==> src/core/sdas_params.svh <==
// sdram access sequencer constants
// assumes inclusion from the sequencer module only
`ifndef SDAS_PARAMS_SVH
`define SDAS_PARAMS_SVH
`define SDAS_PAGE_WORDS 256
`define SDAS_REFRESH_CYCLES 3700
`define SDAS_TRAS_CYCLES 5
`define SDAS_TRP_CYCLES 2
`define SDAS_CAS_LATENCY 2
`define SDAS_ACT_TO_CMD 2
`define SDAS_BEATS 2
`define SDAS_DATA_W 64
`define SDAS_CLOCK_MHZ 200
`define SDAS_APB_CFG 12'h000
`define SDAS_APB_STATUS 12'h004
`define SDAS_APB_ERR_DATA 32'hDEADBEEF
`define SDAS_CFG_CL_LSB 6
`define SDAS_CFG_CL_W 2
`define SDAS_CFG_CFG_RST 32'h00005983
`endif

==> src/core/sdas_pkg.sv <==
// types for the sdram access sequencer
// assumes the params header is on the include path
package sdas_pkg;
  typedef enum logic [2:0] {
    SDAS_CMD_NOP,
    SDAS_CMD_ACT,
    SDAS_CMD_RD,
    SDAS_CMD_WR
  } sdas_cmd_e;
  typedef enum logic [1:0] {
    SDAS_ST_IDLE,
    SDAS_ST_ACTWAIT,
    SDAS_ST_OPEN
  } sdas_state_e;
endpackage

==> src/core/sdas_sequencer.sv <==
// sdram access sequencer: act, nop, rd/wr every second cycle, two beats per command
// assumes one clock shared with the sdram and apb; requesters hold request until ack
//
// Added by the designer: register access over APB and the placing of the registers.
`timescale 1ns/1ps
`include "sdas_params.svh"

// Operation
// - only cas latency comes from the timing config; page size, refresh, row-active and precharge are unused.
// - all commands and data run on the single external port clock.
// - every data beat is one 64-bit word.
// - a read issues act, nop, then rd two cycles later, with data cl and cl+1 cycles after rd.
// - sequential reads in an open row issue rd every second cycle giving one word per clock.
// - non-sequential reads in the open row are sequenced like sequential ones.
// - one unrelated core operation in a read stream neither breaks the access nor reactivates.
// - heavier core activity may lower throughput with no guarantee.
// - sequential writes in an open row issue wr every second cycle with two beats each.
// - non-sequential writes in the open row are sequenced like sequential ones.
// - one extra core operation in a write stream does not interrupt it.
module sdas_sequencer import sdas_pkg::*; #(
  parameter int DATA_W = `SDAS_DATA_W,
  parameter int ADDR_W = 24,
  parameter int ROW_LSB = 8
) (
  input wire logic clock, // 200 mhz clock, also sdram clock
  input wire logic nrst, // synchronous reset, active low
  input wire logic req_valid, // core or io_processor_requester request
  input wire logic req_write, // 1 write, 0 read
  input wire logic [ADDR_W-1:0] req_addr, // word address of pair
  input wire logic [2*DATA_W-1:0] req_wdata, // two write words, low first
  input wire logic core_busy, // unrelated core operation this cycle
  output logic req_stall, // internal acknowledge stall
  output logic rsp_valid, // read pair delivered, one cycle
  output logic [2*DATA_W-1:0] rsp_rdata, // two read words, low first
  output logic [2:0] sd_cmd, // sdram command code
  output logic [ADDR_W-1:0] sd_addr, // sdram address
  output logic [DATA_W-1:0] sd_dq_o, // write data
  output logic sd_dq_oe_n, // low while driving dq
  input wire logic [DATA_W-1:0] sd_dq_i, // read data from sdram pins
  input wire logic psel, // apb select
  input wire logic penable, // apb enable
  input wire logic pwrite, // apb direction
  input wire logic [11:0] paddr, // apb address
  input wire logic [31:0] pwdata, // apb write data
  output logic [31:0] prdata, // apb read data
  output logic pready, // apb ready
  output logic pslverr // apb error
);
  localparam int CL_MAX = 3;
  initial begin
    if (DATA_W != `SDAS_DATA_W || ROW_LSB >= ADDR_W) begin
      $error("sdas_sequencer: unsupported parameters");
    end
  end

  // timing config register
  logic [31:0] sdram_timing_config_ff, nxt_sdram_timing_config;
  logic [31:0] prdata_ff, nxt_prdata;
  logic pslverr_ff, nxt_pslverr;
  sdas_state_e state_ff, nxt_state;
  logic row_open_ff, nxt_row_open;
  logic apb_acc;
  assign apb_acc = psel && penable;
  always_comb begin
    nxt_sdram_timing_config = sdram_timing_config_ff;
    nxt_prdata = prdata_ff;
    nxt_pslverr = 1'b0;
    if (psel && !penable) begin
      if (paddr == `SDAS_APB_CFG) begin
        nxt_prdata = sdram_timing_config_ff;
      end else if (paddr == `SDAS_APB_STATUS) begin
        nxt_prdata = {29'h0, row_open_ff, state_ff};
      end else begin
        nxt_prdata = `SDAS_APB_ERR_DATA;
        nxt_pslverr = 1'b1;
      end
    end else if (apb_acc) begin
      nxt_pslverr = pslverr_ff;
      if (pwrite && paddr == `SDAS_APB_CFG) begin
        nxt_sdram_timing_config = pwdata;
      end
    end
  end
  always_ff @(posedge clock) begin
    if (!nrst) begin
      sdram_timing_config_ff <= `SDAS_CFG_CFG_RST;
      prdata_ff <= 32'h0;
      pslverr_ff <= 1'b0;
    end else begin
      sdram_timing_config_ff <= nxt_sdram_timing_config;
      prdata_ff <= nxt_prdata;
      pslverr_ff <= nxt_pslverr;
    end
  end
  assign pready = apb_acc;
  assign prdata = prdata_ff;
  assign pslverr = apb_acc && pslverr_ff;

  function automatic logic [1:0] cas_lat(input logic [31:0] cfg);
    logic [1:0] v;
    v = cfg[`SDAS_CFG_CL_LSB +: `SDAS_CFG_CL_W];
    if (v < 2'd2) v = 2'd2;
    return v;
  endfunction

  // command sequencer
  logic wr_pend_ff, nxt_wr_pend;
  logic [2:0] sd_cmd_ff, nxt_sd_cmd;
  logic [ADDR_W-1:0] sd_addr_ff, nxt_sd_addr;
  logic [ADDR_W-ROW_LSB-1:0] row_ff, nxt_row;
  logic phase_ff, nxt_phase;
  logic [DATA_W-1:0] wbeat2_ff, nxt_wbeat2;
  logic [DATA_W-1:0] sd_dq_o_ff, nxt_sd_dq_o;
  logic dq_oe_n_ff, nxt_dq_oe_n;
  logic accept;
  logic same_row;
  assign same_row = row_open_ff && (req_addr[ADDR_W-1:ROW_LSB] == row_ff);
  always_comb begin
    nxt_state = state_ff;
    nxt_sd_cmd = SDAS_CMD_NOP;
    nxt_sd_addr = sd_addr_ff;
    nxt_row = row_ff;
    nxt_row_open = row_open_ff;
    nxt_phase = 1'b0;
    nxt_wbeat2 = wbeat2_ff;
    nxt_sd_dq_o = sd_dq_o_ff;
    nxt_dq_oe_n = 1'b1;
    accept = 1'b0;
    case (state_ff)
      SDAS_ST_IDLE: begin
        if (req_valid && !same_row) begin
          nxt_sd_cmd = SDAS_CMD_ACT;
          nxt_sd_addr = req_addr;
          nxt_row = req_addr[ADDR_W-1:ROW_LSB];
          nxt_row_open = 1'b1;
          nxt_state = SDAS_ST_ACTWAIT;
        end else if (req_valid) begin
          nxt_state = SDAS_ST_OPEN;
        end
      end
      SDAS_ST_ACTWAIT: begin
        nxt_state = SDAS_ST_OPEN; // one nop, then command
      end
      SDAS_ST_OPEN: begin
        if (phase_ff) begin
          // idle command slot; second beat only after a write
          if (wr_pend_ff) begin
            nxt_sd_dq_o = wbeat2_ff;
            nxt_dq_oe_n = 1'b0;
          end
        end else if (req_valid && same_row) begin
          // core_busy does not break the stream same flow any order
          accept = 1'b1;
          nxt_sd_cmd = req_write ? SDAS_CMD_WR : SDAS_CMD_RD;
          nxt_sd_addr = req_addr;
          nxt_phase = 1'b1;
          if (req_write) begin
            nxt_sd_dq_o = req_wdata[DATA_W-1:0];
            nxt_dq_oe_n = 1'b0;
            nxt_wbeat2 = req_wdata[2*DATA_W-1:DATA_W];
          end
        end else if (req_valid) begin
          nxt_row_open = 1'b0;
          nxt_state = SDAS_ST_IDLE;
        end
      end
      default: nxt_state = SDAS_ST_IDLE;
    endcase
  end
  always_ff @(posedge clock) begin
    if (!nrst) begin
      state_ff <= SDAS_ST_IDLE;
      sd_cmd_ff <= SDAS_CMD_NOP;
      sd_addr_ff <= '0;
      row_ff <= '0;
      row_open_ff <= 1'b0;
      phase_ff <= 1'b0;
      wbeat2_ff <= '0;
      sd_dq_o_ff <= '0;
      dq_oe_n_ff <= 1'b1;
    end else begin
      state_ff <= nxt_state;
      sd_cmd_ff <= nxt_sd_cmd;
      sd_addr_ff <= nxt_sd_addr;
      row_ff <= nxt_row;
      row_open_ff <= nxt_row_open;
      phase_ff <= nxt_phase;
      wbeat2_ff <= nxt_wbeat2;
      sd_dq_o_ff <= nxt_sd_dq_o;
      dq_oe_n_ff <= nxt_dq_oe_n;
    end
  end
  assign sd_cmd = sd_cmd_ff; // all on one clock
  assign sd_addr = sd_addr_ff;
  assign sd_dq_o = sd_dq_o_ff;
  assign sd_dq_oe_n = dq_oe_n_ff;

  // read return: pipe of read issue, beats at cl and cl+1 after rd
  logic [CL_MAX+2:0] rd_pipe_ff, nxt_rd_pipe;
  logic [DATA_W-1:0] dq_s1_ff, dq_s2_ff;
  logic [DATA_W-1:0] beat1_ff, nxt_beat1;
  logic [2*DATA_W-1:0] rsp_rdata_ff, nxt_rsp_rdata;
  logic rsp_valid_ff, nxt_rsp_valid;
  logic [1:0] cl;
  assign cl = cas_lat(sdram_timing_config_ff);
  always_comb begin
    nxt_rd_pipe = {rd_pipe_ff[CL_MAX+1:0], (sd_cmd_ff == SDAS_CMD_RD)};
    nxt_beat1 = beat1_ff;
    nxt_rsp_rdata = rsp_rdata_ff;
    nxt_rsp_valid = 1'b0;
    nxt_wr_pend = accept && req_write;
    // two sync stages on dq add two to cas latency
    if (rd_pipe_ff[3'(cl) + 3'd1]) begin
      nxt_beat1 = dq_s2_ff;
    end
    if (rd_pipe_ff[3'(cl) + 3'd2]) begin
      nxt_rsp_rdata = {dq_s2_ff, beat1_ff};
      nxt_rsp_valid = 1'b1;
    end
  end
  always_ff @(posedge clock) begin
    if (!nrst) begin
      rd_pipe_ff <= '0;
      dq_s1_ff <= '0;
      dq_s2_ff <= '0;
      beat1_ff <= '0;
      rsp_rdata_ff <= '0;
      rsp_valid_ff <= 1'b0;
      wr_pend_ff <= 1'b0;
    end else begin
      rd_pipe_ff <= nxt_rd_pipe;
      dq_s1_ff <= sd_dq_i;
      dq_s2_ff <= dq_s1_ff;
      beat1_ff <= nxt_beat1;
      rsp_rdata_ff <= nxt_rsp_rdata;
      rsp_valid_ff <= nxt_rsp_valid;
      wr_pend_ff <= nxt_wr_pend;
    end
  end
  assign rsp_valid = rsp_valid_ff;
  assign rsp_rdata = rsp_rdata_ff;
  // stall until the command is issued core_busy does not delay the requester
  // reads release at issue so rd can follow every second cycle
  assign req_stall = req_valid && !accept;
endmodule // sdas_sequencer

==> config.mk <==
export PLATFORM = sky130hd
export DESIGN_NAME = sdas_sequencer
export DESIGN_NICKNAME = d
export VERILOG_FILES = /design/src/core/sdas_pkg.sv /design/src/core/sdas_sequencer.sv
export VERILOG_INCLUDE_DIRS = /design/src /design/src/core
export SDC_FILE = /design/constraint.sdc
export NUM_CORES = 1
export LEC_CHECK = 0
export BUFFER_PORTS_ARGS = -buffer_cell sky130_fd_sc_hd__buf_2
export CAP_MARGIN = 20
export CORE_AREA = 2 2 206 208
export DETAILED_ROUTE_END_ITERATION = 6
export DIE_AREA = 0 0 208 210
export GPL_TIMING_DRIVEN = 0
export PLACE_DENSITY = 0.76
export SYNTH_ARGS = -nofsm -noshare
export SYNTH_HDL_FRONTEND = slang
export SYNTH_SLANG_ARGS = --single-unit
==> constraint.sdc <==
create_clock -name clock -period 3.56 [get_ports clock]
set_input_delay 0.178 -clock clock [delete_from_list [all_inputs] [get_ports clock]]
set_output_delay 0.178 -clock clock [all_outputs]
set_load 0.005 [all_outputs]
==> flow_summary.yaml <==
critical_path:
  cp_num_buf_inv: 3
  cp_top_family: "simple AND/OR/NAND/NOR gates"
  cp_max_fo: 10
  cp.arrival_ns: 3.11
  critical_path_class: "reg -> out"
  max_stage_delay_ns: 0.54
  worstPathCellList: "xor2_1 > nor4_1 > nand2_1 > or4_1 > clkbuf_1 > clkbuf_1 > and2_1 > buf_2"
  crit_path_top_delay_cell: "or4_1"
  start_kind: "register"
  cp-endpoint: "req_stall"
  reg2reg_slack_ns: 0.62
  r2r-end: "sd_dq_o[54]"
  worstRegToRegCells: 8
  cp-startpoint: "row_ff[5]"
  cp.required_ns: 3.38
  timing.rr.start: "row_ff[5]"
  cp-end-kind: "primary output"
  cpMostUsedCell: "clkbuf_1"
  cp.depth: 8
yosys:
  synth_largest_area_cell: "dfxtp_1"
  synth.ff_latch_count: 568
  synth_top_area_share_pct: 59.2
  syn_nets: 2486
  yosysSeqAreaShare_pct: 59.2
  syn-cell-area_um2: 19200
  avgSynthCellArea_um2: 8.66
  syn_inst: 2218
  yosysWarnings: 0
  synth_area_leaders: "dfxtp_1, nand2_1, a21oi_1, and2_1, clkbuf_1"
  ys_types: 38
detailed_routing:
  routed_wl_um: 69000
  firstDrtPassIters: 6
  wl_per_cell_um: 19.0
  drtIter0Drc: 1431
  drcViolationCount: 0
  via_per_inst: 5.34
  ant_nets: 0
  num_vias: 19400
grt:
  grt_overflow: 0
  grt_pass1_vias: 19500
  grt_max_degree: 15
  grt_pass1_wl_um: 105000
  grt_antenna_before_repair: 10
  track_usage_pct: 30.4
finish:
  fillers: 3248
  layout.nets: 3315
  syn_to_final_growth_pct: 40.1
  drive_gt1_share_pct: 19.9
  multi_input_area_um2: 7140
  ff_latch_area_um2: 11400
  final_core_util_pct: 64.9
pwr:
  powerDensity_nw_per_um2: 500
  ir_worst_vdd_uv: 349
  p_leak_nw: 11.3
  total_power_mw: 13.4
timing:
  worst_slew_pin_slew_ns: 1.14
  hold_violations: 0
  clock.fmax_mhz: 304
  setup_violations: 0
  fin_skew_ns: 0.0229
  final.period_utilization_pct: 92.4
  fin_tns_setup_ns: 0
  post-route-min-period_ns: 3.29
  drv_slew: 0
  relSlewSlack_pct: 23.7
  rsz0062_at_grt: "no"
place:
  gp_congestion: 0.938
  hpwlAfterDp_um: 47000
  io_buffer_count: 520
clock_tree:
  hold_buffers: 250
  cts.clk_slew.worst_paths_ns: 0.06
  postCtsSetupBuffers: 0
  cts_buffers: 55
  cts_tree: "built"
  root_buffer: "clkbuf_16"
  clockBufferDepth: 3
  cts.sinks: 568
  htree_levels: 2
  worst_skew_pair.late_latency_ns: 0.59
  post_cts_resized: 0
floorplanning:
  core_area_um2: 41500
  die_height_um: 210
  start_util_pct: 46.3
  fp.dieW_um: 208
  dieArea_um2: 43700
  rows: 75
  io_pins: 524
worst_hold_path:
  worst_hold_startpoint: "req_valid"
  hold_class: "in -> reg"
flow_run:
  cap_violations: 0
status:
  status: "finished clean"
==> layer usage <==
metal / wire length (um) / part of all wire [%] / global-route usage, %
met3: 5920 / 8.6 / 6.50
met2: 32400 / 47 / 51.9
met1: 25800 / 37 / 34.6
met5: 47 / 0.068 / 0
met4: 4840 / 7.0 / 19.3
==> tightest hold or removal path, delay by kind of cell <==
kind | cells | cell delay [ns]
AOI/OAI and AO/OA | 2 | 0.25
buffers and inverters | 1 | 0.15
==> stage by stage <==
stage / cell area, um2 / hold WS [ns] / setup WS [ns] / cells
finish: 26900 / 0.0393 / 0.270 / 3638
global route: 26900 / 0.0606 / 0.0973 / 3634
CTS: 26900 / 0.00284 / 0.291 / 3628
detailed placement: 22500 / 0.389 / 0.705 / 3279
global placement: 22500 / 0.386 / 0.579 / 3277
floorplan: 19200 / 0.302 / 1.24 / 2218
==> sequential cells by signal (all words and copies together), names as in the netlist, 2 cells and up <==
register and flops:
state_ff 2, rsp_rdata 128, prdata 32, sd_cmd 2, sdram_timing_config_ff 32, beat1_ff 64, row_ff 16, sd_dq_o 64
sd_addr 24, dq_s1_ff 64, wbeat2_ff 64, rd_pipe_ff 6, dq_s2_ff 64
==> report_power, final <==
part	switching (mW)	leakage, nW	total, mW	internal [mW]
Combinational	0.406	5.76	0.837	0.430
Sequential	0.0554	4.61	6.53	6.47
Clock	2.44	0.926	6.08	3.64
Total	2.90	11.3	13.4	10.5
==> worst min path at each step <==
stage / end / slack [ns] / depth (start not counted)
final: state_ff[1] / 0.04 / 3
after global routing: sdram_timing_config_ff[10] / 0.06 / 4
after CTS: state_ff[1] / 0.003 / 3
after detailed placement: dq_s1_ff[6] / 0.39 / 2
after global placement: dq_s1_ff[43] / 0.39 / 2
after floorplan: sdram_timing_config_ff[7] / 0.30 / 2
==> cell usage in the layout, fill, tap and decap left out, types with 3 or more instances in the layout <==
master,synthesis,routed
a21oi_1,321,321
a22oi_1,72,72
a31oi_1,24,24
and2_1,136,136
and3_1,3,3
buf_1,5,5
buf_2,6,526
bufinv_16,0,7
clkbuf_1,168,183
clkbuf_16,0,57
clkbuf_8,0,10
clkinv_2,0,9
dfxtp_1,568,568
diode_2,0,10
dlygate4sd3_1,0,250
mux2i_1,6,6
nand2_1,676,676
nand2b_1,24,24
nand3_1,33,33
nor2_1,15,15
nor3_1,4,4
nor4_1,5,5
o21ai_0,48,48
o22ai_1,64,64
xnor2_1,8,8
xor2_1,8,8
==> synth_stat cells <==
cell        n
nand3_1    33
clkinv_1    1
a221o_1     1
nor4_2      1
conb_1      1
or3_1       1
nor3b_1     1
nand4_1     1
buf_1       5
mux2i_1     6
or4_1       2
buf_2       6
xor2_1      8
buf_4       1
o21ai_0    48
nor2b_1     2
a22oi_1    72
a211oi_1    2
clkbuf_1  168
nor2_1     15
o22ai_1    64
o21a_1      2
o31ai_1     1
nor3_1      4
nand2b_1   24
nor4_1      5
a21oi_1   321
nand3b_1    2
xnor2_1     8
dfxtp_1   568
and2_1    136
o21ai_1     1
and3_1      3
mux2_2      2
a221oi_1    1
nand2_1   676
or4b_1      1
a31oi_1    24
==> cell type report <==
type	count	share of cell area, %
repair buffers	772	19.0
well taps	539	2.51
inverters	1	0.0139
plain buffers	180	2.55
flip-flops and latches	568	42.3
diodes	10	0.0930
clock inverters	17	0.976
multi-input cells	1469	26.5
clock buffers	82	6.02
==> logic make-up (layout without fill, tap and decap cells) <==
family | Yosys count | count (layout) | synth area share [%]
DFF | 568 | 568 | 59.2
buffers and inverters | 181 | 1052 | 3.60
other | 1 | 11 | 0.0195
AOI/OAI and AO/OA | 537 | 537 | 15.6
muxes | 8 | 8 | 0.430
and+or+nand+nor | 907 | 907 | 20.4
xor gates and xnor gates | 16 | 16 | 0.730
Note: power is estimated with default switching activity, not from simulation.
